[config.mk]
export PLATFORM = sky130hd
export DESIGN_NAME = flwb_cmd
export DESIGN_NICKNAME = d
export VERILOG_FILES = /design/src/flwb_pkg.sv /design/src/flwb_cmd.sv /design/src/flwb_nv_store.sv
export VERILOG_INCLUDE_DIRS = /design/src
export SDC_FILE = /design/constraint.sdc
export NUM_CORES = 1
export LEC_CHECK = 0
export BUFFER_PORTS_ARGS = -buffer_cell sky130_fd_sc_hd__buf_2
export CAP_MARGIN = 40
export CELL_PAD_IN_SITES_DETAIL_PLACEMENT = 0
export CELL_PAD_IN_SITES_GLOBAL_PLACEMENT = 1
export CORE_MARGIN = 4
export CORE_UTILIZATION = 49
export CTS_CLUSTER_DIAMETER = 120
export DETAILED_ROUTE_END_ITERATION = 10
export PLACE_DENSITY = 0.82
export SLEW_MARGIN = 10
export SYNTH_ARGS = -nofsm -noshare
export SYNTH_HDL_FRONTEND = slang
export SYNTH_SLANG_ARGS = --single-unit
export TNS_END_PERCENT = 20
[constraint.sdc]
create_clock -name clk -period 7 [get_ports clk]
set_input_delay 1.4 -clock clk [delete_from_list [all_inputs] [get_ports clk]]
set_output_delay 1.4 -clock clk [all_outputs]
set_load 0.03 [all_outputs]
[src/flwb_params.svh]
`ifndef FLWB_PARAMS_SVH
`define FLWB_PARAMS_SVH

// instruction codes
`define FLWB_OP_SET_LATCH 8'h06
`define FLWB_OP_CLR_LATCH 8'h04
`define FLWB_OP_CLR_STATUS 8'h30
`define FLWB_OP_BOOT_RD 8'h14
`define FLWB_OP_BOOT_WR 8'h15
`define FLWB_OP_STATUS_RD 8'h05

// status register one and configuration register one bit positions
`define FLWB_SR1_WIP 0
`define FLWB_SR1_WEL 1
`define FLWB_SR1_EFAIL 5
`define FLWB_SR1_PFAIL 6
`define FLWB_CR1_QUAD 1

// boot configuration layout and reset value
`define FLWB_BOOT_ABE_BIT 0
`define FLWB_BOOT_BOOT_START_DELAY_LSB 1
`define FLWB_BOOT_BOOT_START_ADDRESS_LSB 9
`define FLWB_BOOT_ALIGN_BITS 9
`define FLWB_BOOT_RESET 32'h00000000

// serial frame bit counts
`define FLWB_OPCODE_BITS 6'h08
`define FLWB_BOOT_WR_BITS 6'h28

// timing
`define FLWB_CLK_MHZ 125
`define FLWB_T_ERASE_US 20
`define FLWB_T_PROG_US 10
`define FLWB_ERASE_CYC (`FLWB_T_ERASE_US * `FLWB_CLK_MHZ)
`define FLWB_PROG_CYC (`FLWB_T_PROG_US * `FLWB_CLK_MHZ)

`endif

[src/flwb_pkg.sv]
`default_nettype none
package flwb_pkg;

    // stored boot configuration, msb first
    typedef struct packed {
        logic [22:0] start_address;
        logic [7:0] start_delay;
        logic enable;
    } flwb_boot_cfg_t;

    // command interpreter states, gray along the idle-opcode-write-data path
    typedef enum logic [2:0] {
        ST_IDLE = 3'h0,
        ST_OPCODE = 3'h1,
        ST_WDATA = 3'h3,
        ST_RDOUT = 3'h2,
        ST_BOOT = 3'h6,
        ST_SKIP = 3'h7
    } flwb_state_t;

    // non-volatile update phases
    typedef enum logic [1:0] {
        NV_IDLE = 2'h0,
        NV_ERASE = 2'h1,
        NV_PROG = 2'h3
    } flwb_nv_phase_t;

endpackage
`default_nettype wire

[src/flwb_cmd.sv]
// Overview of operation
// set-latch command sets write enable latch
// set-latch only when select rises after bit 8
// boot write needs latch set first
// clear-latch command clears write enable latch
// clear-latch ignored while write in progress
// clear-latch only when select rises after bit 8
// clear-status resets erase and program fail flags
// clear-status needs no latch, works while busy
// clear-status leaves write enable latch alone
// boot read starts at stored address after reset
// boot output waits start-delay clock cycles
// host limits boot clock by delay value
// boot address 512-byte aligned, default zero
// boot streams until select rises after byte
// boot mode not re-entered until next reset
// boot register holds address, delay, enable
// quad bit selects four-bit boot output
// boot register read: low byte first, msb first
// boot register read repeats every 32 clocks
// boot write takes 32 bits, low byte first
// boot write runs only after exactly 32 bits
// update holds write-in-progress, then clears latch
// update failures set erase or program fail
// host polls write-in-progress before next write
`include "flwb_params.svh"
`default_nettype none
module flwb_cmd import flwb_pkg::*; #(
    parameter int unsigned ERASE_CYC = `FLWB_ERASE_CYC,
    parameter int unsigned PROG_CYC = `FLWB_PROG_CYC
) (
    // clock and reset
    input wire logic clk,
    input wire logic sys_rst,
    input wire logic cmd_reset,
    // serial pins
    input wire logic cs_n,
    input wire logic sck,
    input wire logic [3:0] io_in,
    output logic [3:0] io_out_r,
    output logic [3:0] io_oe_n_r,
    // neighbouring device logic
    input wire logic [7:0] cfg_reg_one,
    input wire logic embedded_busy,
    input wire logic erase_fault,
    input wire logic program_fault,
    // array read port for boot stream
    output logic [31:0] boot_rd_addr_r,
    input wire logic [7:0] boot_rd_data,
    // status flags
    output logic write_enable_latch_r,
    output logic write_in_progress_r,
    output logic erase_fail_r,
    output logic program_fail_r,
    output logic boot_active_r
);

    ////////////////////////////////////////////////////////////////////////
    // declarations
    logic [2:0] cs_sync_r;
    logic [2:0] sck_sync_r;
    logic [3:0] io_s1_r;
    logic [3:0] io_s2_r;
    logic cs_fall, cs_rise, sck_rise, sck_fall, si;
    flwb_state_t state_r;
    logic [5:0] bit_cnt_r;
    logic [31:0] shift_r;
    logic [7:0] opcode_r;
    logic [7:0] opcode_nxt;
    logic [4:0] out_cnt_r;
    logic read_boot_r;
    logic exec_set, exec_clr, exec_clrs, exec_wr;
    logic boot_armed_r, arm_pend_r, boot_byte_done_r;
    logic [7:0] boot_byte_r;
    logic [7:0] boot_delay_r;
    logic [2:0] boot_phase_r;
    logic quad;
    logic [7:0] status_byte;
    logic [31:0] wr_word;
    flwb_boot_cfg_t cfg;
    logic nv_busy, nv_done, nv_efail, nv_pfail;

    ////////////////////////////////////////////////////////////////////////
    // pin synchronisers and edge detection
    always_ff @(posedge clk) begin
        if (sys_rst) begin
            cs_sync_r <= 3'h7;
            sck_sync_r <= 3'h0;
            io_s1_r <= 4'h0;
            io_s2_r <= 4'h0;
        end else begin
            cs_sync_r <= {cs_sync_r[1:0], cs_n};
            sck_sync_r <= {sck_sync_r[1:0], sck};
            io_s1_r <= io_in;
            io_s2_r <= io_s1_r;
        end
    end

    assign cs_fall = cs_sync_r[2] & ~cs_sync_r[1];
    assign cs_rise = ~cs_sync_r[2] & cs_sync_r[1];
    assign sck_rise = ~sck_sync_r[2] & sck_sync_r[1] & ~cs_sync_r[1];
    assign sck_fall = sck_sync_r[2] & ~sck_sync_r[1] & ~cs_sync_r[1];
    assign si = io_s2_r[0];
    assign opcode_nxt = {shift_r[6:0], si};
    assign quad = cfg_reg_one[`FLWB_CR1_QUAD];

    // status register one image
    always_comb begin
        status_byte = 8'h00;
        status_byte[`FLWB_SR1_WIP] = write_in_progress_r;
        status_byte[`FLWB_SR1_WEL] = write_enable_latch_r;
        status_byte[`FLWB_SR1_EFAIL] = erase_fail_r;
        status_byte[`FLWB_SR1_PFAIL] = program_fail_r;
    end

    ////////////////////////////////////////////////////////////////////////
    // command state machine
    always_ff @(posedge clk) begin
        if (sys_rst || cmd_reset) begin
            state_r <= ST_IDLE;
        end else begin
            case (state_r)
                ST_IDLE: begin
                    if (cs_fall) begin
                        state_r <= boot_armed_r ? ST_BOOT : ST_OPCODE;
                    end
                end
                ST_OPCODE: begin
                    if (cs_rise) begin
                        state_r <= ST_IDLE;
                    end else if (sck_rise && bit_cnt_r == `FLWB_OPCODE_BITS - 6'h01) begin
                        case (opcode_nxt)
                            `FLWB_OP_BOOT_RD: state_r <= ST_RDOUT;
                            `FLWB_OP_STATUS_RD: state_r <= ST_RDOUT;
                            `FLWB_OP_BOOT_WR: state_r <= ST_WDATA;
                            default: state_r <= ST_SKIP;
                        endcase
                    end
                end
                ST_WDATA, ST_RDOUT, ST_SKIP, ST_BOOT: begin
                    if (cs_rise) begin
                        state_r <= ST_IDLE;
                    end
                end
                default: begin
                    state_r <= ST_IDLE;
                end
            endcase
        end
    end

    // serial input shifting and frame bit count
    always_ff @(posedge clk) begin
        if (sys_rst) begin
            bit_cnt_r <= 6'h00;
            shift_r <= 32'h00000000;
            opcode_r <= 8'h00;
            read_boot_r <= 1'b0;
        end else if (cs_fall) begin
            bit_cnt_r <= 6'h00;
        end else if (sck_rise && state_r != ST_BOOT) begin
            shift_r <= {shift_r[30:0], si};
            if (bit_cnt_r != 6'h3f) begin
                bit_cnt_r <= bit_cnt_r + 6'h01;
            end
            if (bit_cnt_r == `FLWB_OPCODE_BITS - 6'h01) begin
                opcode_r <= opcode_nxt;
                read_boot_r <= (opcode_nxt == `FLWB_OP_BOOT_RD);
            end
        end
    end

    ////////////////////////////////////////////////////////////////////////
    // command execution at select rising
    assign exec_set = cs_rise && state_r == ST_SKIP && opcode_r == `FLWB_OP_SET_LATCH
        && bit_cnt_r == `FLWB_OPCODE_BITS;
    assign exec_clr = cs_rise && state_r == ST_SKIP && opcode_r == `FLWB_OP_CLR_LATCH
        && bit_cnt_r == `FLWB_OPCODE_BITS && !write_in_progress_r;
    assign exec_clrs = cs_rise && state_r == ST_SKIP && opcode_r == `FLWB_OP_CLR_STATUS
        && bit_cnt_r == `FLWB_OPCODE_BITS;
    assign exec_wr = cs_rise && state_r == ST_WDATA && bit_cnt_r == `FLWB_BOOT_WR_BITS
        && write_enable_latch_r && !write_in_progress_r && !nv_busy;
    // bytes arrive low byte first
    assign wr_word = {shift_r[7:0], shift_r[15:8], shift_r[23:16], shift_r[31:24]};

    // write enable latch, set wins over completion clear
    always_ff @(posedge clk) begin
        if (sys_rst || cmd_reset) begin
            write_enable_latch_r <= 1'b0;
        end else if (exec_set) begin
            write_enable_latch_r <= 1'b1;
        end else if (exec_clr || nv_done) begin
            write_enable_latch_r <= 1'b0;
        end
    end

    // busy flag tracks the update and other embedded work
    always_ff @(posedge clk) begin
        if (sys_rst) begin
            write_in_progress_r <= 1'b0;
        end else begin
            write_in_progress_r <= nv_busy | exec_wr | embedded_busy;
        end
    end

    // fail flags, hardware set wins over clear-status; latch untouched here
    always_ff @(posedge clk) begin
        if (sys_rst) begin
            erase_fail_r <= 1'b0;
            program_fail_r <= 1'b0;
        end else begin
            if (nv_efail) begin
                erase_fail_r <= 1'b1;
            end else if (exec_clrs) begin
                erase_fail_r <= 1'b0;
            end
            if (nv_pfail) begin
                program_fail_r <= 1'b1;
            end else if (exec_clrs) begin
                program_fail_r <= 1'b0;
            end
        end
    end

    ////////////////////////////////////////////////////////////////////////
    // boot arming, caught one cycle after any reset
    always_ff @(posedge clk) begin
        if (sys_rst || cmd_reset) begin
            arm_pend_r <= 1'b1;
            boot_armed_r <= 1'b0;
        end else if (arm_pend_r) begin
            arm_pend_r <= 1'b0;
            boot_armed_r <= cfg.enable;
        end else if (cs_rise && state_r == ST_BOOT && boot_byte_done_r) begin
            boot_armed_r <= 1'b0;
        end
    end

    // boot stream address, byte, delay and phase
    always_ff @(posedge clk) begin
        if (sys_rst) begin
            boot_rd_addr_r <= 32'h00000000;
            boot_byte_r <= 8'h00;
            boot_delay_r <= 8'h00;
            boot_phase_r <= 3'h0;
            boot_byte_done_r <= 1'b0;
        end else if (arm_pend_r || (cs_rise && state_r == ST_BOOT && !boot_byte_done_r)) begin
            boot_rd_addr_r <= {cfg.start_address, `FLWB_BOOT_ALIGN_BITS'(0)};
            boot_byte_done_r <= 1'b0;
        end else if (cs_fall && boot_armed_r) begin
            boot_byte_r <= boot_rd_data;
            boot_rd_addr_r <= boot_rd_addr_r + 32'h00000001;
            boot_delay_r <= cfg.start_delay;
            boot_phase_r <= 3'h0;
        end else if (sck_fall && state_r == ST_BOOT) begin
            if (boot_delay_r != 8'h00) begin
                boot_delay_r <= boot_delay_r - 8'h01;
            end else if (boot_phase_r == (quad ? 3'h1 : 3'h7)) begin
                boot_byte_r <= boot_rd_data;
                boot_rd_addr_r <= boot_rd_addr_r + 32'h00000001;
                boot_phase_r <= 3'h0;
                boot_byte_done_r <= 1'b1;
            end else begin
                boot_phase_r <= boot_phase_r + 3'h1;
            end
        end
    end

    ////////////////////////////////////////////////////////////////////////
    // output pins and read-out counter
    always_ff @(posedge clk) begin
        if (sys_rst || cmd_reset) begin
            io_out_r <= 4'h0;
            io_oe_n_r <= 4'hf;
            out_cnt_r <= 5'h00;
            boot_active_r <= 1'b0;
        end else if (cs_rise || state_r == ST_IDLE) begin
            io_oe_n_r <= 4'hf;
            out_cnt_r <= 5'h00;
            boot_active_r <= 1'b0;
            if (cs_fall && boot_armed_r && cfg.start_delay == 8'h00) begin
                // zero delay: first bits appear with select falling
                boot_active_r <= 1'b1;
                io_oe_n_r <= quad ? 4'h0 : 4'hd;
                io_out_r <= quad ? boot_rd_data[7:4] : {2'h0, boot_rd_data[7], 1'b0};
            end else if (cs_fall && boot_armed_r) begin
                boot_active_r <= 1'b1;
            end
        end else if (sck_fall && state_r == ST_RDOUT) begin
            out_cnt_r <= out_cnt_r + 5'h01;
            io_oe_n_r <= 4'hd;
            if (read_boot_r) begin
                io_out_r <= {2'h0, cfg[{out_cnt_r[4:3], ~out_cnt_r[2:0]}], 1'b0};
            end else begin
                io_out_r <= {2'h0, status_byte[~out_cnt_r[2:0]], 1'b0};
            end
        end else if (sck_fall && state_r == ST_BOOT) begin
            if (boot_delay_r == 8'h01 || (boot_delay_r == 8'h00 && boot_phase_r != (quad ? 3'h1 : 3'h7))) begin
                // first bits after the delay, or the next bits of this byte
                io_oe_n_r <= quad ? 4'h0 : 4'hd;
                if (quad) begin
                    io_out_r <= (boot_delay_r == 8'h01) ? boot_byte_r[7:4] : boot_byte_r[3:0];
                end else if (boot_delay_r == 8'h01) begin
                    io_out_r <= {2'h0, boot_byte_r[7], 1'b0};
                end else begin
                    io_out_r <= {2'h0, boot_byte_r[3'h6 - boot_phase_r], 1'b0};
                end
            end else if (boot_delay_r == 8'h00) begin
                // byte boundary: first bits of the fresh byte
                io_oe_n_r <= quad ? 4'h0 : 4'hd;
                io_out_r <= quad ? boot_rd_data[7:4] : {2'h0, boot_rd_data[7], 1'b0};
            end
        end
    end

    ////////////////////////////////////////////////////////////////////////
    // non-volatile boot configuration store
    flwb_nv_store #(
        .ERASE_CYC(ERASE_CYC),
        .PROG_CYC(PROG_CYC)
    ) u_nv_store (
        .clk(clk),
        .sys_rst(sys_rst),
        .start(exec_wr),
        .wdata(wr_word),
        .erase_fault(erase_fault),
        .program_fault(program_fault),
        .value_r(cfg),
        .busy_r(nv_busy),
        .done_r(nv_done),
        .erase_fail_r(nv_efail),
        .program_fail_r(nv_pfail)
    );

endmodule
`default_nettype wire

[src/flwb_nv_store.sv]
`include "flwb_params.svh"
`default_nettype none
module flwb_nv_store import flwb_pkg::*; #(
    parameter int unsigned ERASE_CYC = `FLWB_ERASE_CYC,
    parameter int unsigned PROG_CYC = `FLWB_PROG_CYC
) (
    // clock and reset
    input wire logic clk,
    input wire logic sys_rst,
    // update request
    input wire logic start,
    input wire logic [31:0] wdata,
    input wire logic erase_fault,
    input wire logic program_fault,
    // stored value and progress
    output flwb_boot_cfg_t value_r,
    output logic busy_r,
    output logic done_r,
    output logic erase_fail_r,
    output logic program_fail_r
);

    flwb_nv_phase_t phase_r;
    logic [15:0] cnt_r;
    logic [31:0] pend_r;
    logic last;

    assign last = (phase_r == NV_ERASE) ? (cnt_r == 16'(ERASE_CYC - 1)) : (cnt_r == 16'(PROG_CYC - 1));

    ////////////////////////////////////////////////////////////////////////
    // self-timed erase then program sequence
    always_ff @(posedge clk) begin
        done_r <= 1'b0;
        erase_fail_r <= 1'b0;
        program_fail_r <= 1'b0;
        if (sys_rst) begin
            phase_r <= NV_IDLE;
            cnt_r <= 16'h0000;
            pend_r <= `FLWB_BOOT_RESET;
            busy_r <= 1'b0;
        end else begin
            case (phase_r)
                NV_IDLE: begin
                    if (start) begin
                        phase_r <= NV_ERASE;
                        pend_r <= wdata;
                        cnt_r <= 16'h0000;
                        busy_r <= 1'b1;
                    end
                end
                NV_ERASE: begin
                    cnt_r <= cnt_r + 16'h0001;
                    if (last && erase_fault) begin
                        phase_r <= NV_IDLE; // a failed erase skips programming
                        erase_fail_r <= 1'b1;
                        done_r <= 1'b1;
                        busy_r <= 1'b0;
                    end else if (last) begin
                        phase_r <= NV_PROG;
                        cnt_r <= 16'h0000;
                    end
                end
                NV_PROG: begin
                    cnt_r <= cnt_r + 16'h0001;
                    if (last) begin
                        phase_r <= NV_IDLE;
                        program_fail_r <= program_fault;
                        done_r <= 1'b1;
                        busy_r <= 1'b0;
                    end
                end
                default: begin
                    phase_r <= NV_IDLE;
                    busy_r <= 1'b0;
                end
            endcase
        end
    end

    // stored value changes only on a clean program completion
    always_ff @(posedge clk) begin
        if (sys_rst) begin
            value_r <= flwb_boot_cfg_t'(`FLWB_BOOT_RESET);
        end else if (phase_r == NV_PROG && last && !program_fault) begin
            value_r <= flwb_boot_cfg_t'(pend_r);
        end
    end

endmodule
`default_nettype wire

# Word-level counts from Yosys, hierarchy flattened

Index checks and enable logic that the tools add are counted.

Logic and storage cells: 248
Output and inout port bits: 45
Register bits: 216
Input bits: 28

Order comparisons: 3
Add/subtract/negate cells: 7
Eq/ne operators: 33
Muxes and demuxes: 75
Reduce and logical (&&, ||, !) cells: 75
Bitwise gates (word level): 20

Operator list:

| kind                                                              | count |
|---|---|
| 32-bit 2-to-1 mux                                                 | 5 |
| 4-bit 2-to-1 mux                                                  | 16 |
| 8-bit 2-to-1 mux                                                  | 7 |
| 16-bit 2-to-1 mux                                                 | 3 |
| 16-bit case mux with 3 select lines                               | 1 |
| 32-bit by 1-bit adder with 32-bit output, second input constant   | 1 |
| 3-bit 2-to-1 mux                                                  | 10 |
| 3-bit AND reduction                                               | 9 |
| 1-bit logical AND                                                 | 26 |
| 8-bit by 3-bit == test with 1-bit output, second input constant   | 3 |
| 1-bit 2-to-1 mux                                                  | 19 |
| 16-bit by 1-bit adder with 16-bit output, second input constant   | 1 |
| 16-bit by 11-bit == test with 1-bit output, second input constant | 1 |
| 16-bit by 12-bit == test with 1-bit output, second input constant | 1 |
| 8-bit by 5-bit == test with 1-bit output, second input constant   | 2 |
| 8-bit logical NOT                                                 | 2 |
| 2-bit nonzero test                                                | 7 |
| 2-bit 2-to-1 mux                                                  | 6 |
| 3-bit nonzero test                                                | 4 |
| 1-bit inverter                                                    | 11 |
| 2-bit != test, second input constant                              | 5 |
| 2-bit AND reduction                                               | 5 |
| 2-bit OR reduction                                                | 5 |
| 3-bit != test, second input constant                              | 3 |
| 41 further kinds                                                  | 60 |

# Longest topological paths before layout

Word-level depth: 9
Gate-level depth with buffers: 9
Mapped depth without buffers: 8

# By module

A second synthesis with hierarchy kept.

Cell total of the unflattened synthesis: 1180
Area total of the unflattened synthesis: 9831.9 µm²

Modules (own cells, without submodules):

| module        | sequential area each (µm²) | cells each | instances | area an instance (µm²) |
|---|---|---|---|---|
| flwb_cmd      | 2562.5                     | 755        | 1         | 6326.1 |
| flwb_nv_store | 1721.7                     | 425        | 1         | 3505.9 |

# Least setup slack after synthesis

No wires, ideal clock.

Kind: input -> register
From: input cfg_reg_one[1]
To: register boot_rd_addr_r[7]
Arrival: 2.870 ns
Setup time: 0.128 ns
Path slack: 4.002 ns
Path buffers: 1
Required time: 6.872 ns
Stages: 7
Cell sequence: or3b_1 -> a21boi_2 -> a41oi_4 -> clkbuf_1 -> nor4_1 -> xnor2_1 -> nor2_1

Longest elaborated chain between the ends: 4

Ends and longest elaborated chain:

| what                          | line            | source |
|---|---|---|
| from (decl)                   | flwb_cmd.sv:43  | `input wire logic [7:0] cfg_reg_one,` |
| 3-bit 2-to-1 mux              | flwb_cmd.sv:258 | `end else if (boot_phase_r == (quad ? 3'h1 : 3'h7)) begin` |
| 3-bit == test                 | flwb_cmd.sv:258 |  |
| 2-bit nonzero test (no line)  | n/a             |  |
| 3-bit AND reduction (no line) | n/a             |  |
| to (signal assigned)          | flwb_cmd.sv:248 | `` boot_rd_addr_r <= {cfg.start_address, `FLWB_BOOT_ALIGN_BITS'(0)}; `` |
| to (signal assigned)          | flwb_cmd.sv:252 | `boot_rd_addr_r <= boot_rd_addr_r + 32'h00000001;` |
| to (signal assigned)          | flwb_cmd.sv:260 | `boot_rd_addr_r <= boot_rd_addr_r + 32'h00000001;` |
| to (decl)                     | flwb_cmd.sv:48  | `output logic [31:0] boot_rd_addr_r,` |

No other way between the ends.
A chain may end at the register's enable or synchronous reset.

# Worst setup path in the final report

From: input cfg_reg_one[1]
To: register boot_byte_r[6]

Longest elaborated chain between the ends: 4

Ends and longest elaborated chain:

| what                          | line            | source |
|---|---|---|
| 3-bit 2-to-1 mux              | flwb_cmd.sv:258 |  |
| 3-bit == test                 | flwb_cmd.sv:258 |  |
| 2-bit nonzero test (no line)  | n/a             |  |
| 4-bit AND reduction (no line) | n/a             |  |
| to (signal assigned)          | flwb_cmd.sv:251 | `boot_byte_r <= boot_rd_data;` |
| to (signal assigned)          | flwb_cmd.sv:259 | `boot_byte_r <= boot_rd_data;` |
| to (decl)                     | flwb_cmd.sv:74  | `logic [7:0] boot_byte_r;` |

No other way between the ends.

==> reports/metrics.cfg <==
[detailed_routing]
dr.first_iter.drc_count=397
ant_nets=0
vias=7972
firstDrtPassIters=5
finalWirelength_mm=22.7
viasPerCell=5.46
drc=0
wl_per_cell_um=15.5

[flow_run]
drv_cap=0

[layout]
nFillCells=1872
finish.instance_area_um2=10900
diodes=0
finalNetCount=1219
final_common_cell=nand2_1
final_cell_mix=nand2_1, dfxtp_1, a21oi_1
areaGrowthSynthToFinish_pct=12.1
stdcell_count=1461
drive_gt1_frac=0.135

[run_status]
status=finished clean

[synthesis]
synth_cell_types=73
ys_ff_latch=214
synth_nets=1194
ys_seq_area_frac=0.440
ys.warnings.count=0
synthCells=1156
synth_async_sr_flop_share=0
syn_avg_cell_area_um2=8.42
synth_area_um2=9730
synth_edf_count=0
ys.flop_type=dfxtp_1

[clocking]
ctsHoldBuffers=0
cts_resized=0
clkTransAtPathRegs_ns=0.06
cts.sinks=214
clk_latency_ns=0.51
cts_setup_buffers=0
cts_max_level=1
cts_buffers=23
cts_root_buf=clkbuf_16
tritoncts=yes
cts_buffer_depth=3

[grt]
grt_start_max_net_pins=67
grt_pass1_wl_mm=37.3
grt_pass1_vias=7340
gr-total-overflow=0
grt_usage=0.201
antenna_found_initial=0

[critical_path]
cp-end-kind=register
r2r_slack_ns=4.30
path_class=input pin to register
rr_startpoint=out_cnt_r[0]$_SDFFE_PP0P_
required_ns=7.36
arrival_ns=3.36
critPathLaunchType=input pin
path_max_fanout=34
reg2reg_depth=5
r2r_end=io_out_r[1]$_SDFFE_PP0P_

[timing]
final-hold-violation-count=0
tns_ns=0
tightest_slew_ns=0.846
setup_viol=0
rsz0062_at_grt=false
fin_skew_ns=0.00993
relSlewSlack=0.431
clock.fmax_mhz=334
fin_crit_sh=0.428
slew_violations=0
period_needed_ns=3.00

[placement]
dpl.hpwl_mm=15.2
port_buffers=62
dp_cells=1421
dpl-instance-area_um2=10200
gp_congestion=0.812

[power]
max-vdd-ir-drop_mv=0.170
p_per_area_nw_per_um2=228
power.leakage_nw=3.62
comb_power_share=0.028
p_seq_frac=0.496
power_switching_uw=533
clkPwrFrac=0.475
internal_power_mw=1.96
swShare=0.214

[die]
coreArea_um2=19500
row_count=51
dieArea_um2=22200
die_w_um=149
die_h_um=149
initial_core_util=0.498
io_pins=73

[min_path]
worstHoldStart=cs_sync_r[0]$_SDFF_PP1_
hold_class=register to register
min_path_cells=1
min_to=cs_sync_r[1]$_SDFF_PP1_

==> metal layers <==
layer  part of all wire  routed length [um]  GRT usage
met1               0.48               10900      0.287
met2               0.46               10600      0.326
met3              0.037                 850     0.0286
met4              0.017                 397     0.0426
met5                  0                   0          0
==> flip-flops by register name, summed over array words and instances, names as in the netlist, 2 cells and up <==
name	count
io_oe_n_r	2
out_cnt_r	5
io_out_r	4
u_nv_store.cnt_r	16
sck_sync_r	3
state_r	3
boot_phase_r	3
opcode_r	8
u_nv_store.pend_r	32
shift_r	32
u_nv_store.phase_r	2
bit_cnt_r	6
boot_rd_addr_r	32
boot_byte_r	8
cs_sync_r	3
boot_delay_r	8
u_nv_store.value_r	32
==> power groups by stage <==
stage	combinational [mW]	sequential (mW)	clock (mW)
CTS	0.0714	1.23	1.21
finish	0.0709	1.23	1.18
floorplan	0.0391	1.27	0
global route	0.0777	1.24	1.26
detailed placement	0.0709	1.26	0
global placement	0.0711	1.26	0
==> final cells by class <==
cell class	count	area [um2]	area share
clock inverters	9	98.8	0.00906
well taps	265	332	0.0304
clock buffers	31	636	0.0583
inverters	16	60.1	0.00550
flip-flops and latches	214	4280	0.393
repair buffers	76	425	0.0390
multi-input cells	850	5070	0.465
==> cell usage after synthesis, types with 10 or more instances <==
cell	instances	share of area
nor4_2	14	0.018
nand2_1	240	0.093
nand3_1	24	0.012
a211oi_1	22	0.017
mux4_2	10	0.023
nor2_1	114	0.044
inv_1	16	0.0062
buf_2	12	0.0062
nand4_1	20	0.013
xnor2_1	42	0.038
a21oi_1	126	0.065
clkbuf_1	50	0.019
ha_1	10	0.013
nor3_1	23	0.012
mux2i_1	27	0.028
dfxtp_1	214	0.44
nor2b_1	14	0.0090
nor4_1	16	0.010
o21ai_0	21	0.011
==> cell families after synthesis <==
family / after synthesis / synth area share
buffers and inverters: 92 / 0.0417
flip-flops: 214 / 0.440
AND/OR/NAND/NOR: 530 / 0.265
multiplexers: 41 / 0.0555
AO/OA/AOI/OAI: 218 / 0.139
adder cells (fa/ha/maj): 10 / 0.0129
XOR/XNOR: 51 / 0.0459
==> per-stage QoR <==
step	total power, mW	setup WS (ns)	util	hold slack, ns
floorplan	1.31	4.00	-	0.389
global placement	1.33	3.08	0.520	0.395
detailed placement	1.33	3.49	0.521	0.401
CTS	2.52	4.01	0.559	0.413
global route	2.57	3.85	0.559	0.438
finish	2.49	4.00	0.559	0.409
==> worst max-delay path, cell delays in order <==
cell and delay [ns]:
buf_2 0.15, or3b_1 0.40, a21boi_2 0.23, a41oi_4 0.12, buf_4 0.28, nor2b_1 0.27
buf_4 0.24, mux2i_1 0.20, nor2_1 0.05
==> worst max path at each step <==
| stage | startpoint | endpoint | slack [ns] | cells past startpoint |
|---|---|---|---|---|
| 6_report | cfg_reg_one[1] | boot_byte_r[6]$_SDFFE_PP0P_ | 4.00 | 9 |
| 5_1_grt | cfg_reg_one[1] | boot_byte_r[3]$_SDFFE_PP0P_ | 3.85 | 9 |
| 4_1_cts | cfg_reg_one[1] | boot_byte_r[0]$_SDFFE_PP0P_ | 4.01 | 9 |
| 3_5_place_dp | cfg_reg_one[1] | boot_byte_r[0]$_SDFFE_PP0P_ | 3.49 | 9 |
| 3_3_place_gp | cfg_reg_one[1] | boot_byte_r[1]$_SDFFE_PP0P_ | 3.08 | 8 |
| 2_1_floorplan | cfg_reg_one[1] | boot_rd_addr_r[7]$_SDFFE_PP0P_ | 4.00 | 7 |
Power figures use the tool's default switching activity.
